File: src/verilog/flic_cfg.svh
// Purpose: constants for the four-level interrupt controller
// Assumes: one machine cycle per clock, phase input marks the sample point
// Notes: vectors, bit positions and reset values
`ifndef FLIC_CFG_SVH
`define FLIC_CFG_SVH
`define FLIC_NSRC 6
`define FLIC_SRC_EXA 0
`define FLIC_SRC_TMA 1
`define FLIC_SRC_EXB 2
`define FLIC_SRC_TMB 3
`define FLIC_SRC_SER 4
`define FLIC_SRC_TMC 5
`define FLIC_GLOBAL_EN 7
`define FLIC_VEC_EXA 8'h03
`define FLIC_VEC_TMA 8'h0b
`define FLIC_VEC_EXB 8'h13
`define FLIC_VEC_TMB 8'h1b
`define FLIC_VEC_SER 8'h23
`define FLIC_VEC_TMC 8'h2b
`define FLIC_NO_SRC 3'h7
`define FLIC_CALL_CYCLES 2'h2
`define FLIC_LVL_NONE 5'h00
`endif

File: src/verilog/flic_pkg.sv
// Purpose: types for the four-level interrupt controller
// Assumes: nothing
// Notes: call sequencer states
package flic_pkg;
  typedef enum logic [1:0] {
    FLIC_IDLE = 2'h0,
    FLIC_CALL1 = 2'h1,
    FLIC_CALL2 = 2'h3
  } flic_state_t;
  typedef logic [1:0] flic_level_t;
endpackage : flic_pkg

File: src/verilog/flic_ext_sampler.sv
// Purpose: sample one active-low external request pin into its flag
// Assumes: pin synchronous to CORE_CLK
// Notes: level or edge mode per trigger_type_bit
`timescale 1ns/1ps
module flic_ext_sampler (
  input wire logic clk,
  input wire logic rst,
  input wire logic sample_phase,
  input wire logic pin_n,
  input wire logic trigger_type_bit,
  input wire logic hw_clear,
  output logic request_flag
);
  logic prev_q;
  logic flag_q;

  // ---------------------------------------------
  // sample point
  // ---------------------------------------------
  always_ff @(posedge clk or posedge rst)
  begin
    if (rst)
    begin
      prev_q <= 1'b1;
    end
    else if (sample_phase)
    begin
      prev_q <= pin_n;
    end
  end

  always_ff @(posedge clk or posedge rst)
  begin
    if (rst)
    begin
      flag_q <= 1'b0;
    end
    else if (sample_phase && !trigger_type_bit)
    begin
      flag_q <= ~pin_n;
    end
    else if (sample_phase && prev_q && !pin_n)
    begin
      flag_q <= 1'b1;
    end
    else if (hw_clear && trigger_type_bit)
    begin
      flag_q <= 1'b0;
    end
  end

  assign request_flag = flag_q;
endmodule : flic_ext_sampler

File: src/verilog/flic_ctrl.sv
// Purpose: four-level nested interrupt controller beside the sequencer
// Assumes: one clock edge per machine cycle; SAMPLE_PHASE marks late-cycle sampling
// Notes: polls latched flags each cycle, issues a two-cycle vectored call
// Functional notes
// - inverted external pins latched late each cycle, polled next cycle
// - active unblocked request starts a hardware call lasting two cycles
// - at least three cycles from external request to service start
// - not-last-cycle blocking adds at most three cycles
// - return or enable/priority write lets one more instruction run first; hold_q also blocks at that one's last cycle, so two run
// - single-source latency above three and below nine cycles
// - level is high bit over low bit: 00 lowest, 11 highest
// - equal or higher level in service holds a request waiting
// - higher level preempts; preempted routine resumes after return
// - fixed polling order within level, vectors 03h to 2bh
// - vectoring clears timer a/b flags, external flag only if edge mode
// - trigger bit 0 low level, 1 high-then-low sets flag
// - block on active level, not-last cycle, return or register write
// - return-from-interrupt clears top in-progress level; plain return does not
`timescale 1ns/1ps
`include "flic_cfg.svh"
module flic_ctrl (
  // clock and reset
  input wire logic CORE_CLK,
  input wire logic SYS_RST,
  // external pins and timing
  input wire logic EXT_REQUEST_PIN_A_N,
  input wire logic EXT_REQUEST_PIN_B_N,
  input wire logic SAMPLE_PHASE,
  // configuration
  input wire logic [7:0] SOURCE_ENABLE_REG,
  input wire logic [5:0] LOW_PRIORITY_REG,
  input wire logic [5:0] HIGH_PRIORITY_REG,
  input wire logic [1:0] TRIGGER_TYPE_BIT,
  // peripheral flags
  input wire logic TIMER_A_OVERFLOW_FLAG,
  input wire logic TIMER_B_OVERFLOW_FLAG,
  input wire logic TIMER_C_OVERFLOW_FLAG,
  input wire logic TIMER_C_EXTERNAL_FLAG,
  input wire logic SERIAL_RECEIVE_FLAG,
  input wire logic SERIAL_TRANSMIT_FLAG,
  // sequencer status
  input wire logic LAST_CYCLE,
  input wire logic RETURN_FROM_INTERRUPT,
  input wire logic ENABLE_PRIO_ACCESS,
  // sequencer control
  output logic CALL_ACTIVE,
  output logic CALL_DONE,
  output logic [7:0] VECTOR_ADDR,
  output logic CLEAR_TIMER_A,
  output logic CLEAR_TIMER_B,
  // status
  output logic EXT_A_REQUEST_FLAG,
  output logic EXT_B_REQUEST_FLAG,
  output logic [3:0] LEVEL_IN_SERVICE
);
  flic_pkg::flic_state_t state_q;
  logic ext_a_flag;
  logic ext_b_flag;
  logic clr_ext_a_q;
  logic clr_ext_b_q;
  logic [`FLIC_NSRC-1:0] req;
  logic [3:0] in_service_q;
  logic hold_q;
  logic [2:0] win_src;
  flic_pkg::flic_level_t win_lvl;
  logic block;
  logic [7:0] vec_q;

  function automatic flic_pkg::flic_level_t src_level(input logic hi, input logic lo);
    src_level = {hi, lo};
  endfunction : src_level

  function automatic logic [7:0] src_vector(input logic [2:0] s);
    case (s)
      3'h0: src_vector = `FLIC_VEC_EXA;
      3'h1: src_vector = `FLIC_VEC_TMA;
      3'h2: src_vector = `FLIC_VEC_EXB;
      3'h3: src_vector = `FLIC_VEC_TMB;
      3'h4: src_vector = `FLIC_VEC_SER;
      default: src_vector = `FLIC_VEC_TMC;
    endcase
  endfunction : src_vector

  // ---------------------------------------------
  // external request sampling
  // ---------------------------------------------
  flic_ext_sampler u_ext_a (
    .clk(CORE_CLK),
    .rst(SYS_RST),
    .sample_phase(SAMPLE_PHASE),
    .pin_n(EXT_REQUEST_PIN_A_N),
    .trigger_type_bit(TRIGGER_TYPE_BIT[0]),
    .hw_clear(clr_ext_a_q),
    .request_flag(ext_a_flag)
  );
  flic_ext_sampler u_ext_b (
    .clk(CORE_CLK),
    .rst(SYS_RST),
    .sample_phase(SAMPLE_PHASE),
    .pin_n(EXT_REQUEST_PIN_B_N),
    .trigger_type_bit(TRIGGER_TYPE_BIT[1]),
    .hw_clear(clr_ext_b_q),
    .request_flag(ext_b_flag)
  );

  // ---------------------------------------------
  // polling and priority
  // ---------------------------------------------
  always_comb
  begin
    req[`FLIC_SRC_EXA] = ext_a_flag;
    req[`FLIC_SRC_TMA] = TIMER_A_OVERFLOW_FLAG;
    req[`FLIC_SRC_EXB] = ext_b_flag;
    req[`FLIC_SRC_TMB] = TIMER_B_OVERFLOW_FLAG;
    req[`FLIC_SRC_SER] = SERIAL_RECEIVE_FLAG | SERIAL_TRANSMIT_FLAG;
    req[`FLIC_SRC_TMC] = TIMER_C_OVERFLOW_FLAG | TIMER_C_EXTERNAL_FLAG;
    req = req & SOURCE_ENABLE_REG[`FLIC_NSRC-1:0]
      & {`FLIC_NSRC{SOURCE_ENABLE_REG[`FLIC_GLOBAL_EN]}};
  end

  always_comb
  begin
    win_src = `FLIC_NO_SRC;
    win_lvl = 2'h0;
    for (int s = `FLIC_NSRC - 1; s >= 0; s--)
    begin
      if (req[s] && (win_src == `FLIC_NO_SRC
          || src_level(HIGH_PRIORITY_REG[s], LOW_PRIORITY_REG[s]) >= win_lvl))
      begin
        win_src = 3'(s);
        win_lvl = src_level(HIGH_PRIORITY_REG[s], LOW_PRIORITY_REG[s]);
      end
    end
  end

  // equal or higher level active, not last cycle, or return/register access
  assign block = (win_src == `FLIC_NO_SRC)
    || ((in_service_q >> win_lvl) != 4'h0)
    || !LAST_CYCLE || hold_q
    || RETURN_FROM_INTERRUPT || ENABLE_PRIO_ACCESS;

  // ---------------------------------------------
  // one extra instruction after return or register access
  // ---------------------------------------------
  always_ff @(posedge CORE_CLK or posedge SYS_RST)
  begin
    if (SYS_RST)
    begin
      hold_q <= 1'b0;
    end
    else if (LAST_CYCLE && (RETURN_FROM_INTERRUPT || ENABLE_PRIO_ACCESS))
    begin
      hold_q <= 1'b1;
    end
    else if (LAST_CYCLE)
    begin
      hold_q <= 1'b0;
    end
  end

  // ---------------------------------------------
  // call sequencer
  // ---------------------------------------------
  always_ff @(posedge CORE_CLK or posedge SYS_RST)
  begin
    if (SYS_RST)
    begin
      state_q <= flic_pkg::FLIC_IDLE;
    end
    else
    begin
      unique case (state_q)
        flic_pkg::FLIC_IDLE: if (!block) state_q <= flic_pkg::FLIC_CALL1;
        flic_pkg::FLIC_CALL1: state_q <= flic_pkg::FLIC_CALL2;
        flic_pkg::FLIC_CALL2: state_q <= flic_pkg::FLIC_IDLE;
        default: state_q <= flic_pkg::FLIC_IDLE;
      endcase
    end
  end

  wire take = (state_q == flic_pkg::FLIC_IDLE) && !block;

  always_ff @(posedge CORE_CLK or posedge SYS_RST)
  begin
    if (SYS_RST)
    begin
      vec_q <= 8'h00;
      clr_ext_a_q <= 1'b0;
      clr_ext_b_q <= 1'b0;
      CLEAR_TIMER_A <= 1'b0;
      CLEAR_TIMER_B <= 1'b0;
    end
    else
    begin
      if (take)
      begin
        vec_q <= src_vector(win_src);
      end
      clr_ext_a_q <= take && (win_src == `FLIC_SRC_EXA);
      clr_ext_b_q <= take && (win_src == `FLIC_SRC_EXB);
      CLEAR_TIMER_A <= take && (win_src == `FLIC_SRC_TMA);
      CLEAR_TIMER_B <= take && (win_src == `FLIC_SRC_TMB);
    end
  end

  // ---------------------------------------------
  // in-service levels
  // ---------------------------------------------
  always_ff @(posedge CORE_CLK or posedge SYS_RST)
  begin
    if (SYS_RST)
    begin
      in_service_q <= 4'h0;
    end
    else if (take)
    begin
      in_service_q <= in_service_q | (4'h1 << win_lvl);
    end
    else if (RETURN_FROM_INTERRUPT && LAST_CYCLE)
    begin
      if (in_service_q[3]) in_service_q[3] <= 1'b0;
      else if (in_service_q[2]) in_service_q[2] <= 1'b0;
      else if (in_service_q[1]) in_service_q[1] <= 1'b0;
      else in_service_q[0] <= 1'b0;
    end
  end

  // ---------------------------------------------
  // registered outputs
  // ---------------------------------------------
  always_ff @(posedge CORE_CLK or posedge SYS_RST)
  begin
    if (SYS_RST)
    begin
      CALL_ACTIVE <= 1'b0;
      CALL_DONE <= 1'b0;
      VECTOR_ADDR <= 8'h00;
      EXT_A_REQUEST_FLAG <= 1'b0;
      EXT_B_REQUEST_FLAG <= 1'b0;
      LEVEL_IN_SERVICE <= 4'h0;
    end
    else
    begin
      CALL_ACTIVE <= take || (state_q == flic_pkg::FLIC_CALL1);
      CALL_DONE <= (state_q == flic_pkg::FLIC_CALL1);
      VECTOR_ADDR <= take ? src_vector(win_src) : vec_q;
      EXT_A_REQUEST_FLAG <= ext_a_flag;
      EXT_B_REQUEST_FLAG <= ext_b_flag;
      LEVEL_IN_SERVICE <= in_service_q;
    end
  end
endmodule : flic_ctrl

File: config.mk
export PLATFORM = sky130hd
export DESIGN_NAME = flic_ctrl
export DESIGN_NICKNAME = d
export VERILOG_FILES = /design/src/verilog/flic_pkg.sv /design/src/verilog/flic_ext_sampler.sv /design/src/verilog/flic_ctrl.sv
export VERILOG_INCLUDE_DIRS = /design/src /design/src/verilog
export SDC_FILE = /design/constraint.sdc
export NUM_CORES = 1
export LEC_CHECK = 0
export BUFFER_PORTS_ARGS = -buffer_cell sky130_fd_sc_hd__buf_2
export CORE_UTILIZATION = 50
export CTS_CLUSTER_SIZE = 10
export DETAILED_ROUTE_END_ITERATION = 8
export PLACE_DENSITY = 0.79
export RECOVER_POWER = 50
export SYNTH_ARGS = -nofsm -noshare
export SYNTH_HDL_FRONTEND = slang
export SYNTH_SLANG_ARGS = --single-unit
export TNS_END_PERCENT = 30
File: constraint.sdc
create_clock -name CORE_CLK -period 5.3 [get_ports CORE_CLK]
set_clock_uncertainty 0.1 [all_clocks]
set_input_delay 1.06 -clock CORE_CLK [delete_from_list [all_inputs] [get_ports CORE_CLK]]
set_output_delay 1.06 -clock CORE_CLK [all_outputs]
set_load 0.1 [all_outputs]
==> run summary <==
Number of diodes = 0
Detail Placement HPWL = 3287 um
Synth Cell Area = 0.001619 mm2
Pins Over Slew Limit = 0
Yosys reg bits = 27
Fraction of registers with async set/reset = 1.000
Top cells by area, synth = dfrtp_1, ha_1, dfstp_2
Fin crit share = 1.448
Place WS = -2804 ps
RSZ-0062 raised after global routing = yes
Synth area leader = dfrtp_1
CP required = 5440 ps
Setup crit start = TIMER_C_EXTERNAL_FLAG
Placed instance count = 290
Gpl congestion = 0.8744
FF/Latch Area = 678.2 um2
Reg-to-reg setup timing slack = 690 ps
DR WL/cell = 20.46 um
Final setup fails = 14
Critical path arrival = 7810 ps
Die Y = 58.91 um
Worst hold path type = reg -> reg
Count of different cell masters after synthesis = 47
Synthesized area per cell = 10.38 um2
Vias in the first global route = 1849
Antenna violations before repair = 0
Final worst slack = -2372 ps
Syn Inst Count = 156
EDFF count, synth = 0
Critical Path End Type = register
Met2 usage = 0.6347
WHS = 336.3 ps
Violated checks = negative setup slack
Final Hold Fails = 0
Slew headroom = 0.3346
Worst Hold Path EP = EXT_B_REQUEST_FLAG
TritonCTS Sinks = 27
Detailed router's first-iteration violation count = 105
Die Span X = 58.91 um
Non-filler cells, final = 317
Gr usage total = 0.3479
# fillers = 154
Multi-input gate area = 0.001137 mm2
Status = finished with violations
Global-route wire length before repair = 8838 um
List of most frequent post-synthesis cells = dfrtp_1, inv_1, a21oi_1, ha_1
Hold buffer count at cts = 0
DIE AREA = 0.003470 mm2
Min cycle time layout = 7672 ps
Total Power = 0.8279 mW
CTS tree = yes
Critical-path top delay cell = a221o_2
CP startpoint kind = input pin
Nets = 320
DRT antenna net count = 0
# rows = 20
Worst vdd ir = 0.0002172 V
Clock slew at reported path FFs = 160 ps
P per Cell Area = 303.7 mW/mm2
R2R depth = 21
Critical path class = in -> reg
I/O Buffers = 49
GR peak layer = met2
RR Endpoint = clr_ext_b_q
Share of the synthesized area in the top cell type = 0.3864
MaxCap Viol Count = 0
P&R area growth vs syn = 68.39%
FF-to-FF Start = u_ext_b.request_flag
Max FO, Critical Path = 6
Via density per instance = 6.000
I/O Pins = 54
Total grt overflow = 0
Slew of the pin with the lowest slew margin = 997.0 ps
Core area = 0.003053 mm2
Hold depth = 0
CTS root buffer = clkbuf_4
Vias post-DR = 1902
CTS Buf Count = 3
Max frequency = 130.3 MHz
Most common cell in the synthesized netlist = dfrtp_1
Initial Utilization = 0.5303
Routing usage on met1 = 0.4050
CP max stage delay = 480 ps
Prevailing post-synth register cell = dfrtp_1
Largest net degree at the start of global routing = 28
H-Tree Depth = 1
Post-synthesis sequential area ratio = 0.4189
DRT Wirelength = 6487 um
Layout cells sized above 1 = 0.6227
Met3 GRT Util = 0.05934
Static leakage = 1.416 nW
Worst-case clock buffer depth = 2
Clock Latency Late Sink = 340 ps
DRT Pass-1 Iters = 4
DRC viols = 0
Critical path's most frequent cell = a21oi_4
Synth Warn # = 0
Worst Min Path Start = u_ext_b.request_flag
through the flow:
| stage | TNS (ps) | utilization | cell area, um2 |
|---|---|---|---|
| detailed placement | -36830 | 0.7631 | 2330 |
| finish | -30970 | 0.8930 | 2726 |
| global placement | -32620 | 0.7631 | 2330 |
| floorplan | -31760 | - | 1753 |
| global route | -34090 | 0.8930 | 2726 |
| CTS | -28420 | 0.8639 | 2638 |
where the power goes:
part           internal (mW)  total [mW]  switching (mW)  leakage, nW
Combinational          0.148       0.470           0.322         1.06
Sequential             0.238       0.260          0.0219        0.347
Clock                 0.0288      0.0977          0.0688       0.0139
Total                  0.415       0.828           0.413         1.42
repair_timing:
| action | in CTS | in global routing |
|---|---|---|
| pin swaps | 16 | 14 |
| endpoints found under the hold margin | 0 | 0 |
| resized for setup | 29 | 9 |
| cloned | 0 | 0 |
| buffers inserted | 19 | 4 |
| setup endpoints to repair | 14 | 14 |
worst max-delay path, delay by kind of cell:
| family | cells | cell delay, ps |
|---|---|---|
| compound gates | 19 | 3850 |
| simple gates | 9 | 1240 |
| fa+ha+maj | 5 | 1190 |
| buf+inv | 4 | 460 |
routing by layer:
layer | up-vias | part of all wire
met4 | 0 | 0.070
met5 | - | 0
met3 | 49 | 0.071
met1 | 914 | 0.37
li1 | 797 | -
met2 | 142 | 0.49
final cells by class:
class                           instances  share of cell area
Multi-Input combinational cell        114              0.4172
Timing Repair Buffer                  117              0.2877
Sequential cell                        27              0.2487
Tap cell                               44             0.02019
Inverter                               11             0.01514
Clock buffer                            3            0.008261
Clock inverter                          1            0.002754
logic make-up after synthesis:
family | share of synthesized area
buffers and inverters | 0.05796
muxes | 0.07033
other | 0.002316
adders and majority gates | 0.07728
and+or+nand+nor | 0.1561
AOI/OAI and AO/OA | 0.2172
DFF | 0.4189
flip-flops by register name, indices dropped and copies added, names as in the netlist, 2 cells and up:
name,cells
LEVEL_IN_SERVICE,4
VECTOR_ADDR,4
in_service_q,4
state_q,2
placed cells by master, fill, tap and decap left out, drive strengths merged, types with 2 or more instances in the layout:
cell	instances
a21o	3
a21oi	12
a221o	2
a221oi	2
a32o	2
buf	115
clkbuf	5
conb	3
dfrtp	25
dfstp	2
ha	10
inv	11
mux2	5
mux2i	5
nand2	8
nand2b	8
nand3	5
nor2	9
nor2b	4
nor4	3
o211a	2
o211ai	2
o21a	2
o21ai	7
o22ai	2
o41ai	2
or2b	3
worst max-delay path by stage:
| stage | endpoint | slack [ps] | cells past startpoint |
|---|---|---|---|
| 3_5_place_dp | clr_ext_b_q | -2800 | 37 |
| 3_3_place_gp | clr_ext_b_q | -2500 | 37 |
| 2_1_floorplan | VECTOR_ADDR[3] | -2490 | 35 |
| 5_1_grt | clr_ext_b_q | -2580 | 37 |
| 6_report | clr_ext_b_q | -2370 | 37 |
| 4_1_cts | clr_ext_b_q | -2140 | 37 |
Power figures use the tool's default switching activity.
